### config.mk
export PLATFORM = sky130hd
export DESIGN_NAME = dsu_config
export DESIGN_NICKNAME = d
export VERILOG_FILES = /design/src/dsu_pkg.sv /design/src/dsu_lowpower_ctl.sv /design/src/dsu_trace_clk.sv /design/src/dsu_config.sv
export SDC_FILE = /design/constraint.sdc
export NUM_CORES = 1
export LEC_CHECK = 0
export ABC_CLOCK_PERIOD_IN_PS = 2370
export BUFFER_PORTS_ARGS = -buffer_cell sky130_fd_sc_hd__buf_2
export CORE_MARGIN = 3
export CORE_UTILIZATION = 30
export CTS_BUF_LIST = sky130_fd_sc_hd__clkbuf_8 sky130_fd_sc_hd__clkbuf_16
export DETAILED_ROUTE_END_ITERATION = 6
export GPL_ROUTABILITY_DRIVEN = 0
export PLACE_DENSITY = 0.7
export SLEW_MARGIN = 20
export SYNTH_ARGS = -nofsm -noshare
export SYNTH_HDL_FRONTEND = slang
export SYNTH_SLANG_ARGS = --single-unit
### constraint.sdc
create_clock -name clk_sys_in -period 2.37 [get_ports clk_sys_in]
set_input_delay 0.474 -clock clk_sys_in [delete_from_list [all_inputs] [get_ports clk_sys_in]]
set_output_delay 0.474 -clock clk_sys_in [all_outputs]
set_load 0.01 [all_outputs]
### src/dsu_pkg.sv
/*
  Package for the debug support unit: register address, field positions,
  reset value, trace modes and the carrier structs of the block.
  Assumes a 32-bit word register reached on the private peripheral bus.
*/
package dsu_pkg;
  localparam logic [31:0] DSU_CFG_ADDR = 32'he0042004;
  localparam logic [31:0] DSU_CFG_RESET = 32'h00000000;
  localparam logic [31:0] DSU_CFG_WMASK = 32'h0fddbfe7;
  localparam int DSU_SLEEP_BIT = 0;
  localparam int DSU_STOP_BIT = 1;
  localparam int DSU_STANDBY_BIT = 2;
  localparam int DSU_TRACE_EN_BIT = 5;
  localparam int DSU_TRACE_MODE_LSB = 6;
  localparam int DSU_IDOG_BIT = 8;
  localparam int DSU_WDOG_BIT = 9;
  localparam int DSU_TIM_LO_LSB = 10;
  localparam int DSU_I2C1_BIT = 15;
  localparam int DSU_I2C2_BIT = 16;
  localparam int DSU_TIM_BASIC_LSB = 18;
  localparam int DSU_TIM_HI_LSB = 22;
  localparam int DSU_TIM_TOP_LSB = 25;
  localparam int DSU_TRACE_CLK_DELAY = 2;

  typedef enum logic [1:0] {
    DSU_TRACE_ASYNC,
    DSU_TRACE_SYNC1,
    DSU_TRACE_SYNC2,
    DSU_TRACE_SYNC4
  } dsu_trace_mode_e;

  typedef enum logic [1:0] {
    DSU_SRC_OFF,
    DSU_SRC_SYSCLK,
    DSU_SRC_RC
  } dsu_clk_src_e;

  typedef struct packed {
    logic sel;
    logic wr;
    logic [31:0] addr;
    logic [31:0] wdata;
    logic [3:0] be;
  } dsu_bus_req_s;

  typedef struct packed {
    logic core_clk_on;
    logic bus_clk_on;
    dsu_clk_src_e src;
    logic rc_osc_keep;
    logic digital_power_on;
    logic sys_reset_req;
    logic clk_cfg_to_reset;
  } dsu_lp_ctl_s;
endpackage

### src/dsu_lowpower_ctl.sv
/*
  Low-power clock and power steering of the debug support unit.
  Assumes the power controller gives one-hot style mode levels.
*/
`timescale 1ns/1ps
`default_nettype none
module dsu_lowpower_ctl
  import dsu_pkg::*;
(
  input wire logic sleep_in,
  input wire logic stop_in,
  input wire logic standby_in,
  input wire logic sleep_keep_in,
  input wire logic stop_keep_in,
  input wire logic standby_keep_in,
  output dsu_lp_ctl_s ctl_out
);
  always_comb begin
    ctl_out = '{core_clk_on: 1'b1, bus_clk_on: 1'b1, src: DSU_SRC_SYSCLK,
                rc_osc_keep: 1'b0, digital_power_on: 1'b1,
                sys_reset_req: 1'b0, clk_cfg_to_reset: 1'b0};
    if (standby_in) begin
      // Kept power means the debugger link survives, but a reset is still
      // issued so software sees the same exit path either way.
      ctl_out.core_clk_on = standby_keep_in; // [RQ5] [RQ6]
      ctl_out.bus_clk_on = standby_keep_in; // [RQ5] [RQ6]
      ctl_out.src = standby_keep_in ? DSU_SRC_RC : DSU_SRC_OFF; // [RQ6]
      ctl_out.rc_osc_keep = standby_keep_in; // [RQ6]
      ctl_out.digital_power_on = standby_keep_in; // [RQ5]
      ctl_out.sys_reset_req = 1'b1; // [RQ6]
      ctl_out.clk_cfg_to_reset = 1'b1; // [RQ5]
    end else if (stop_in) begin
      ctl_out.core_clk_on = stop_keep_in; // [RQ3] [RQ4]
      ctl_out.bus_clk_on = stop_keep_in; // [RQ3] [RQ4]
      ctl_out.src = stop_keep_in ? DSU_SRC_RC : DSU_SRC_OFF; // [RQ4]
      ctl_out.rc_osc_keep = stop_keep_in; // [RQ4]
      ctl_out.clk_cfg_to_reset = 1'b1; // [RQ3] [RQ4]
    end else if (sleep_in) begin
      ctl_out.bus_clk_on = sleep_keep_in; // [RQ1] [RQ2]
    end
  end
endmodule
`default_nettype wire

### src/dsu_trace_clk.sv
/*
  Trace port input clock enable: low until the trace enable has been
  seen set for a fixed number of cycles. Assumes one system clock.
*/
`timescale 1ns/1ps
`default_nettype none
module dsu_trace_clk
  import dsu_pkg::*;
#(
  parameter int DELAY = DSU_TRACE_CLK_DELAY
) (
  input wire logic clk_sys_in,
  input wire logic rst_b_in,
  input wire logic trace_en_in,
  output logic trace_clk_en_out
);
  logic [DELAY-1:0] shift_reg;
  logic [DELAY-1:0] shift_next;

  assign shift_next = {shift_reg[DELAY-2:0], trace_en_in};
  assign trace_clk_en_out = shift_reg[DELAY-1];

  always_ff @(posedge clk_sys_in) begin
    if (!rst_b_in) begin
      shift_reg <= '0;
    end else begin
      shift_reg <= trace_en_in ? shift_next : '0; // [RQ20]
    end
  end
endmodule
`default_nettype wire

### src/dsu_config.sv
/*
  Debug support unit configuration register and its decode.
  Holds the debug_mcu_config register, steers low-power clocking,
  peripheral freezes under core halt and trace pin assignment.
  Assumes a simple synchronous private peripheral bus request with a
  combinational read, a power-on reset separate from system reset, and
  a core-halted level from the debug logic.
*/
// Overview of operation
// [RQ1] Sleep keep bit feeds bus clock too
// [RQ2] Plain sleep gates bus clock only
// [RQ3] Plain stop kills clocks, reset config
// [RQ4] Stop keep runs cores from RC
// [RQ5] Plain standby unpowers digital section
// [RQ6] Standby keep powers, RC, system reset
// [RQ7] Trace disabled assigns no pins
// [RQ8] Trace mode picks async or sync width
// [RQ9] Timer freeze bits stop counters on halt
// [RQ10] Basic timers freeze also disable outputs
// [RQ11] Complementary timers force outputs off
// [RQ12] SMBus timeout freezes on halt
// [RQ13] Window watchdog freezes on halt
// [RQ14] Independent watchdog freezes on halt
// [RQ15] Only power-on reset clears register
// [RQ16] Accessor uses 32-bit accesses only
// [RQ17] Writers keep reserved bits zero
// [RQ18] Register sits at fixed bus address
// [RQ19] Core software may also write
// [RQ20] Trace clock starts two cycles late
// [RQ21] Freeze equals bit AND core halted
`timescale 1ns/1ps
`default_nettype none
module dsu_config
  import dsu_pkg::*;
#(
  parameter int N_TIM_LO = 4,
  parameter int N_TIM_BASIC = 3,
  parameter int N_TIM_HI = 3,
  parameter int N_TIM_TOP = 3
) (
  input wire logic clk_sys_in,
  input wire logic rst_b_in,
  input wire logic por_b_in,
  input wire logic sys_rst_b_in,
  input wire dsu_bus_req_s dbg_req_in,
  input wire dsu_bus_req_s cpu_req_in,
  output logic [31:0] rdata_out,
  output logic ready_out,
  output logic error_out,
  input wire logic core_halted_in,
  input wire logic sleep_in,
  input wire logic stop_in,
  input wire logic standby_in,
  output dsu_lp_ctl_s lp_ctl_out,
  output logic [N_TIM_LO-1:0] tim_lo_freeze_out,
  output logic [N_TIM_BASIC-1:0] tim_basic_freeze_out,
  output logic [N_TIM_BASIC-1:0] tim_basic_out_dis_out,
  output logic [N_TIM_HI-1:0] tim_hi_freeze_out,
  output logic [N_TIM_TOP-1:0] tim_top_freeze_out,
  output logic [N_TIM_LO-1:0] tim_lo_moe_force_off_out,
  output logic window_dog_freeze_out,
  output logic indep_dog_freeze_out,
  output logic i2c_one_timeout_freeze_out,
  output logic i2c_two_timeout_freeze_out,
  output logic trace_swo_assign_out,
  output logic trace_clk_assign_out,
  output logic [3:0] trace_data_assign_out,
  output logic trace_clk_en_out
);
  logic [31:0] cfg_reg;
  logic [31:0] cfg_next;
  logic dbg_hit;
  logic cpu_hit;
  logic wr_en;
  logic [31:0] wr_data;
  logic trace_en;
  dsu_trace_mode_e trace_mode;
  logic halted;

  function automatic logic addr_hit(input dsu_bus_req_s r);
    return r.sel && (r.addr == DSU_CFG_ADDR);
  endfunction

  function automatic logic full_word(input dsu_bus_req_s r);
    return r.be == 4'hf;
  endfunction

  // The debugger wins a same-cycle collision; the core write is dropped.
  assign dbg_hit = addr_hit(dbg_req_in); // [RQ18]
  assign cpu_hit = addr_hit(cpu_req_in); // [RQ18] [RQ19]
  assign wr_en = (dbg_hit && dbg_req_in.wr && full_word(dbg_req_in)) ||
                 (cpu_hit && cpu_req_in.wr && full_word(cpu_req_in)); // [RQ16]
  assign wr_data = (dbg_hit && dbg_req_in.wr) ? dbg_req_in.wdata
                                              : cpu_req_in.wdata;
  // Reserved positions are never stored, so they always read zero.
  assign cfg_next = wr_en ? (wr_data & DSU_CFG_WMASK) : cfg_reg; // [RQ17]

  assign ready_out = dbg_req_in.sel || cpu_req_in.sel;
  assign error_out = (dbg_req_in.sel && !dbg_hit) ||
                     (cpu_req_in.sel && !cpu_hit) ||
                     (dbg_hit && !full_word(dbg_req_in)) ||
                     (cpu_hit && !full_word(cpu_req_in)); // [RQ16]
  assign rdata_out = (dbg_hit || cpu_hit) ? cfg_reg : 32'h00000000;

  // Only power-on reset clears the register; system reset is ignored
  // here so that the debugger can set it up while the core is held.
  always_ff @(posedge clk_sys_in or negedge por_b_in) begin
    if (!por_b_in) begin
      cfg_reg <= DSU_CFG_RESET; // [RQ15]
    end else begin
      cfg_reg <= cfg_next; // [RQ15] [RQ19]
    end
  end

  assign halted = core_halted_in;
  assign tim_lo_freeze_out =
    cfg_reg[DSU_TIM_LO_LSB +: N_TIM_LO] & {N_TIM_LO{halted}}; // [RQ9] [RQ21]
  assign tim_basic_freeze_out =
    cfg_reg[DSU_TIM_BASIC_LSB +: N_TIM_BASIC] &
    {N_TIM_BASIC{halted}}; // [RQ9] [RQ21]
  assign tim_basic_out_dis_out = tim_basic_freeze_out; // [RQ10]
  assign tim_hi_freeze_out =
    cfg_reg[DSU_TIM_HI_LSB +: N_TIM_HI] & {N_TIM_HI{halted}}; // [RQ9]
  assign tim_top_freeze_out =
    cfg_reg[DSU_TIM_TOP_LSB +: N_TIM_TOP] & {N_TIM_TOP{halted}}; // [RQ9]
  // Frozen complementary-output timers must not leave drives on.
  assign tim_lo_moe_force_off_out = tim_lo_freeze_out; // [RQ11]
  assign window_dog_freeze_out = cfg_reg[DSU_WDOG_BIT] & halted; // [RQ13]
  assign indep_dog_freeze_out = cfg_reg[DSU_IDOG_BIT] & halted; // [RQ14]
  assign i2c_one_timeout_freeze_out = cfg_reg[DSU_I2C1_BIT] & halted; // [RQ12]
  assign i2c_two_timeout_freeze_out = cfg_reg[DSU_I2C2_BIT] & halted; // [RQ12]

  assign trace_en = cfg_reg[DSU_TRACE_EN_BIT];
  assign trace_mode = dsu_trace_mode_e'(cfg_reg[DSU_TRACE_MODE_LSB +: 2]);
  always_comb begin
    trace_swo_assign_out = 1'b0;
    trace_clk_assign_out = 1'b0;
    trace_data_assign_out = 4'h0;
    if (trace_en) begin // [RQ7]
      case (trace_mode)
        DSU_TRACE_ASYNC: begin
          trace_swo_assign_out = 1'b1; // [RQ8]
        end
        DSU_TRACE_SYNC1: begin
          trace_clk_assign_out = 1'b1;
          trace_data_assign_out = 4'h1; // [RQ8]
        end
        DSU_TRACE_SYNC2: begin
          trace_clk_assign_out = 1'b1;
          trace_data_assign_out = 4'h3; // [RQ8]
        end
        DSU_TRACE_SYNC4: begin
          trace_clk_assign_out = 1'b1;
          trace_data_assign_out = 4'hf; // [RQ8]
        end
        default: begin
          trace_data_assign_out = 4'h0;
        end
      endcase
    end
  end

  dsu_trace_clk #(
    .DELAY(DSU_TRACE_CLK_DELAY)
  ) u_trace_clk (
    .clk_sys_in(clk_sys_in),
    .rst_b_in(por_b_in),
    .trace_en_in(trace_en),
    .trace_clk_en_out(trace_clk_en_out)
  );

  dsu_lowpower_ctl u_lp (
    .sleep_in(sleep_in),
    .stop_in(stop_in),
    .standby_in(standby_in),
    .sleep_keep_in(cfg_reg[DSU_SLEEP_BIT]),
    .stop_keep_in(cfg_reg[DSU_STOP_BIT]),
    .standby_keep_in(cfg_reg[DSU_STANDBY_BIT]),
    .ctl_out(lp_ctl_out)
  );
endmodule
`default_nettype wire

==> results of run 1 <==
metrics by stage:
step / hold slack (ns) / TNS (ns) / setup slack, ns / power, mW
2_1_floorplan: 0.1784 / 0 / 0.1313 / 0.4966
3_3_place_gp: 0.3790 / -8.913 / -0.2830 / 0.6167
3_5_place_dp: 0.3864 / -5.138 / -0.1950 / 0.6215
4_1_cts: 0.08699 / 0 / 0.02279 / 0.8807
5_1_grt: 0.09006 / -0.3279 / -0.02284 / 0.9330
6_report: 0.07975 / 0 / 0.06316 / 0.8795
power breakdown:
group / leakage [nW] / total (mW) / internal [mW] / switching (mW)
registers: 0.327 / 0.426 / 0.426 / 0.000000000184
clock network: 0.0255 / 0.253 / 0.118 / 0.136
logic: 1.52 / 0.201 / 0.109 / 0.0913
cells in the final DEF (no fill, tap or decap), types with 2 or more instances in the layout:
cell / count
a21oi_1: 2
a21oi_4: 2
and2_1: 19
and3_1: 2
buf_2: 190
buf_4: 8
buf_6: 3
clkbuf_8: 3
conb_1: 9
dfrtp_1: 23
dfxtp_1: 2
inv_1: 4
mux2_1: 24
mux2_4: 18
mux2i_1: 4
nand2_1: 4
nand4_1: 3
nor2_1: 3
nor2b_1: 22
nor3_4: 2
nor4_1: 3
nor4_4: 5
nor4b_1: 3
nor4b_4: 4
or2_2: 2
kinds of logic after synthesis:
| kind of cell | share of synthesized area |
|---|---|
| other | 0.001769 |
| AND/OR/NAND/NOR | 0.2952 |
| AO/OA/AOI/OAI | 0.03778 |
| buffers and inverters | 0.1009 |
| flip-flops | 0.2904 |
| multiplexers | 0.2739 |
routing by layer:
| metal | wire [microns] | vias to the layer above | part of all wire | global-route usage |
|---|---|---|---|---|
| li1 | - | 1029 | - | - |
| met1 | 2654 | 992 | 0.39 | 0.1881 |
| met2 | 3589 | 100 | 0.53 | 0.2775 |
| met3 | 495 | 4 | 0.073 | 0.03933 |
| met4 | 25 | 0 | 0.0037 | 0.01403 |
| met5 | 0 | - | 0 | 0 |
critical path, stage by stage:
cell     delay, ns
buf_2         0.11
nor4b_4       0.32
nand4_4       0.17
nor3_4        0.28
buf_6         0.14
a21oi_4       0.06
nor2b_1       0.13
buf_2         0.14
how the worst max path moves through the flow:
stage                         startpoint            end  slack, ns  depth (start not counted)
final                     dbg_req_in[59]  rdata_out[22]       0.06                          8
after global routing      dbg_req_in[63]  rdata_out[12]      -0.02                          8
after CTS                 cpu_req_in[38]  rdata_out[25]       0.02                          8
after detailed placement  cpu_req_in[61]    cfg_reg[23]      -0.19                          7
after global placement    cpu_req_in[66]  rdata_out[25]      -0.28                          8
after floorplan           cpu_req_in[61]  rdata_out[10]       0.13                          6
repair_timing:
action	4_1_cts	5_1_grt
setup buffers	0	4
setup endpoints to repair	23	23
gates resized for setup	1	11
cloned	0	1
pin swaps	0	6
hold buffers	0	0
hold endpoints to repair	0	0
cell type report:
class	instances	area, sq um
Fill cell	686	3533
Multi-Input combinational cell	145	1409
Timing Repair Buffer	203	1092
Sequential cell	25	615.6
Tap cell	96	120.1
Clock buffer	3	41.29
Inverter	4	15.01
Clock inverter	1	5.005
==> results_dict.tcl, run 1 <==
set metrics [dict create \
    layout.core_utilization 0.4828 \
    cts_root_buf "clkbuf_8" \
    detailed_route_via_count 2125 \
    post_dp_cell_area_sq_um 3103 \
    vdd_ir_drop_max_mv 0.1976 \
    final_max_slew_viol_count 0 \
    clock_sinks 25 \
    synthesis.instances 192 \
    crit-reg2reg-capture "cfg_reg[5]" \
    setup-violations-final 0 \
    synthesis.area_sq_um 2120 \
    crit_path_max_fanout 11 \
    synth.top_cells.by_count "mux2_1 (24), dfrtp_1 (23), buf_4 (22), nor2b_1 (22), and2_1 (19)" \
    ctsLongestPathBuffers 2 \
    io_buffers 191 \
    drt-vias-per-instance 4.455 \
    post-synth-top-count-cell "mux2_1" \
    grt_antenna_before_repair 0 \
    grt_pass1_vias 2119 \
    hold_viol_final 0 \
    drt_pass1_iterations 4 \
    numCtsBuffers 3 \
    overall_die_width_microns 90.06 \
    place.detailed.instances 467 \
    die-height_microns 90.06 \
    min_period_over_period 0.9733 \
    max_cap_violations 0 \
    synth_top_cells_by_area "dfrtp_1 (27%), mux2_4 (13%), mux2_1 (13%)" \
    timing.clock.skew_ns 0.0002794 \
    synth.ff_latch_count 25 \
    timing.fmax_ghz 0.4335 \
    period_needed_ns 2.307 \
    floorplan.initialDensity 0.3103 \
    yosys.area.top_type_share 0.2715 \
    fp.dieArea_sq_um 8110 \
    number_of_flip_flops_in_the_largest_register 23 \
    synth-edff-count 0 \
    synth-seq-area-share 0.2904 \
    drc 0 \
    synthesis.yosys.warnings 0 \
    clkLatencyLatePin_ns 0.26 \
    critPathCaptureType "output pin" \
    core_area_sq_um 6832 \
    path_clk_slew_ns 0.09 \
    detail_route.iter0.violations 23 \
    worst_ep_required_time_ns 1.90 \
    maximum_number_of_pins_on_one_net_before_global_route_repair 24 \
    final_nets 530 \
    hpwl_after_detailed_placement_mm 5.231 \
    worst_pin_slew_ns 0.6775 \
    synth_flop_cell "dfrtp_1" \
    globalRouteTotalUtil 0.1529 \
    area_grow_syn2layout_pct 55.61 \
    cellLeakagePower_nw 1.872 \
    num_io_pins 221 \
    finalNonFillerCells 477 \
    placement_rows 30 \
    power_density_of_the_placed_cells_nw_per_um2 266.7 \
    antenna_cells 0 \
    reg2reg_from "cfg_reg[5]" \
    synth.lib_cells_used.distinct 39 \
    status "complete, no violations" \
    tritoncts "built" \
    cell_depth_of_the_worst_flop_to_flop_path 1 \
    h-tree-depth 1 \
    ff2ff_setup_slack_ns 1.53 \
    postSynthAreaPerCell_sq_um 11.04 \
    detail_route.wirelength_mm 6.765 \
    synth_async_sr_flop_share 0.9200 \
    wire_length_of_the_first_global_routing_pass_mm 10.36 \
    remaining_max_slew_budget_at_the_tightest_pin 0.5469 \
    grt.overflow.total 0 \
    critPathKind "input pin to output pin" \
    critical_path_arrival_ns 1.83 \
    post_drt_antenna_nets 0 \
    synth_area_leader_cell "dfrtp_1" \
    final_layout_size_suffix_gt1_frac 0.6404 \
    setup.worst_path.start_class "input pin" \
    timing.hold.worst.class "input pin to asynchronous set/reset pin" \
    route.detailed.wl_per_inst_microns 14.18 \
    stdcell_area_sq_um 3298 \
]
(Power assumes the default switching activity.)
==> inputs of run 2 (changes only) <==
--- a/config.mk
+++ b/config.mk
@@ -12,7 +12,7 @@
 export CTS_BUF_LIST = sky130_fd_sc_hd__clkbuf_8 sky130_fd_sc_hd__clkbuf_16
 export DETAILED_ROUTE_END_ITERATION = 6
 export GPL_ROUTABILITY_DRIVEN = 0
-export PLACE_DENSITY = 0.7
+export PLACE_DENSITY_LB_ADDON = 0.25
 export SLEW_MARGIN = 20
 export SYNTH_ARGS = -nofsm -noshare
 export SYNTH_HDL_FRONTEND = slang
==> run 2 against run 1 <==
Power is essentially flat. First-iteration DRC count shrank 35%. Register-to-register slack is essentially flat. Clock power shrank 4%. Die area is the same. Design area grew 4.9%. Setup slack lost 0.024 ns. Via count shrank 2.4%. Sequential power is essentially flat. Critical path type unchanged. Largest cell class unchanged. Largest power group unchanged.
==> results_dict.tcl, run 2 (same netlist as run 1, synthesis figures left out) <==
set metrics [dict create \
    crit_path_max_fanout 12 \
    internal-power_uw 659.4 \
    cts-hold-fix-buffers 0 \
    drt_pass1_iterations 2 \
    seq_power_share 0.484 \
    finalNonFillerCells 482 \
    switching_power_uw 220.6 \
    number_of_flip_flops_in_the_largest_register 23 \
    busiest_layer "met2" \
    fillCellCount 673 \
    critical-path-top-cell-by-count "buf_2" \
    ff2ff_setup_slack_ns 1.52 \
    crit_path_start "cpu_req_in[61]" \
    h-tree-depth 1 \
    critical_path_arrival_ns 1.86 \
    detailed_route_via_count 2073 \
    slowest_cell_on_crit_path "nor4b_4" \
    final_cell_mix "buf_2 (183), mux2_1 (24), dfrtp_1 (23)" \
    setup-violations-final 0 \
    crit_path_end "rdata_out[5]" \
    final_common_cell "buf_2" \
    area_grow_syn2layout_pct 63.22 \
    crit-reg2reg-capture "cfg_reg[5]" \
    max_cap_violations 0 \
    worst_ep_required_time_ns 1.90 \
    gr-usage-met1 0.1718 \
    grt_antenna_before_repair 0 \
    worst_path_largest_cell_delay_ns 0.24 \
    overall_die_width_microns 90.06 \
    drc 0 \
    use_met2 0.2726 \
    hold_viol_final 0 \
    final_max_slew_viol_count 0 \
    cts_root_buf "clkbuf_8" \
    grt.overflow.total 0 \
    globalRouteTotalUtil 0.1461 \
    reg2reg_from "cfg_reg[5]" \
    setup.worst_path.start_class "input pin" \
    regArea_sq_um 615.6 \
    clock_sinks 25 \
    die-height_microns 90.06 \
    p_sw_frac 0.2507 \
    placement_rows 30 \
    hpwl_after_detailed_placement_mm 5.178 \
    status "complete, no violations" \
    post_drt_antenna_nets 0 \
    total_power_uw 880.0 \
    io_buffers 191 \
    timing.fmax_ghz 0.4290 \
    layout.core_utilization 0.5064 \
    clockPowerShare 0.277 \
    globalRouteMet3Util 0.03515 \
    setup_repair_after_global_routing_missed_its_margin "true" \
    timing.clock.skew_ns 0.002793 \
    path_clk_slew_ns 0.08 \
    ctsLongestPathBuffers 2 \
    fp.dieArea_sq_um 8110 \
    detail_route.iter0.violations 15 \
    vdd_ir_drop_max_mv 0.1800 \
    critPathKind "input pin to output pin" \
    critPathCaptureType "output pin" \
    period_needed_ns 2.331 \
    cellLeakagePower_nw 1.955 \
    core_area_sq_um 6832 \
    place.detailed.instances 473 \
    maximum_number_of_pins_on_one_net_before_global_route_repair 24 \
    detail_route.wirelength_mm 6.631 \
    multiInputGateArea_sq_um 1461 \
    num_io_pins 221 \
    timing.hold.worst.class "input pin to asynchronous set/reset pin" \
    wire_length_of_the_first_global_routing_pass_mm 9.977 \
    route.detailed.wl_per_inst_microns 13.76 \
    final_nets 535 \
    share_comb_of_total_power 0.240 \
    numCtsBuffers 3 \
    cells_traversed_along_the_worst_timing_path "buf_2 -> nor4b_4 -> nand4_1 -> nor3_4 -> buf_6 -> a21oi_4 -> buf_12 -> nor2b_1 -> buf_2" \
    hold_ws_ns 0.2421 \
    final_layout_size_suffix_gt1_frac 0.6606 \
    tritoncts "built" \
    clkLatencyLatePin_ns 0.26 \
    power_density_of_the_placed_cells_nw_per_um2 254.4 \
    grt_pass1_vias 2159 \
    cell_depth_of_the_worst_flop_to_flop_path 1 \
    drt-vias-per-instance 4.301 \
    floorplan.initialDensity 0.3103 \
    antenna_cells 0 \
    min_period_over_period 0.9837 \
]
run 2: worst max-delay path, delay by kind of cell:
kind,cells,cell delay [ns]
buf+inv,4,0.54
compound gates,1,0.08
simple gates,4,0.75
run 2: how the worst min path moves through the flow:
stage / slack (ns) / endpoint
floorplan: 0.18 / cfg_reg[0]
global placement: 0.45 / u_trace_clk.shift_reg[1]
detailed placement: 0.46 / u_trace_clk.shift_reg[1]
CTS: 0.25 / cfg_reg[13]
global route: 0.26 / cfg_reg[22]
finish: 0.24 / cfg_reg[22]
run 2: power by group through the flow:
stage / clock network (mW) / registers, mW / logic, mW
floorplan: 0 / 0.434 / 0.0623
global placement: 0 / 0.434 / 0.182
detailed placement: 0 / 0.434 / 0.186
CTS: 0.264 / 0.426 / 0.188
global route: 0.274 / 0.426 / 0.233
finish: 0.244 / 0.426 / 0.211
run 2: routing by layer:
layer  vias to the layer above  routed length (microns)
met3                         6                      448
met2                        85                     3513
met5                         -                        0
met4                         0                       48
met1                       945                     2621
li1                       1037                        -
run 2: repair_timing:
action | CTS | global route
pin swaps | 4 | 4
gates resized for setup | 3 | 26
endpoints found under the setup margin | 23 | 23
cloned | 0 | 2
setup buffers | 2 | 1
run 2: metrics by stage:
| step | cell area, sq um | setup slack, ns | TNS [ns] |
|---|---|---|---|
| 3_3_place_gp | 3126 | -0.2155 | -6.539 |
| 6_report | 3460 | 0.03874 | 0 |
| 4_1_cts | 3243 | 0.02876 | 0 |
| 2_1_floorplan | 2150 | 0.1313 | 0 |
| 3_5_place_dp | 3164 | -0.1215 | -3.970 |
| 5_1_grt | 3460 | -0.09014 | -1.101 |
run 2: final cells by class:
type / count / area share
clock buffer: 3 / 0.01193
clock inverter: 1 / 0.001085
inverter: 4 / 0.004340
multi-input combinational: 144 / 0.4224
sequential: 25 / 0.1779
tap: 96 / 0.03472
timing repair buffer: 209 / 0.3476
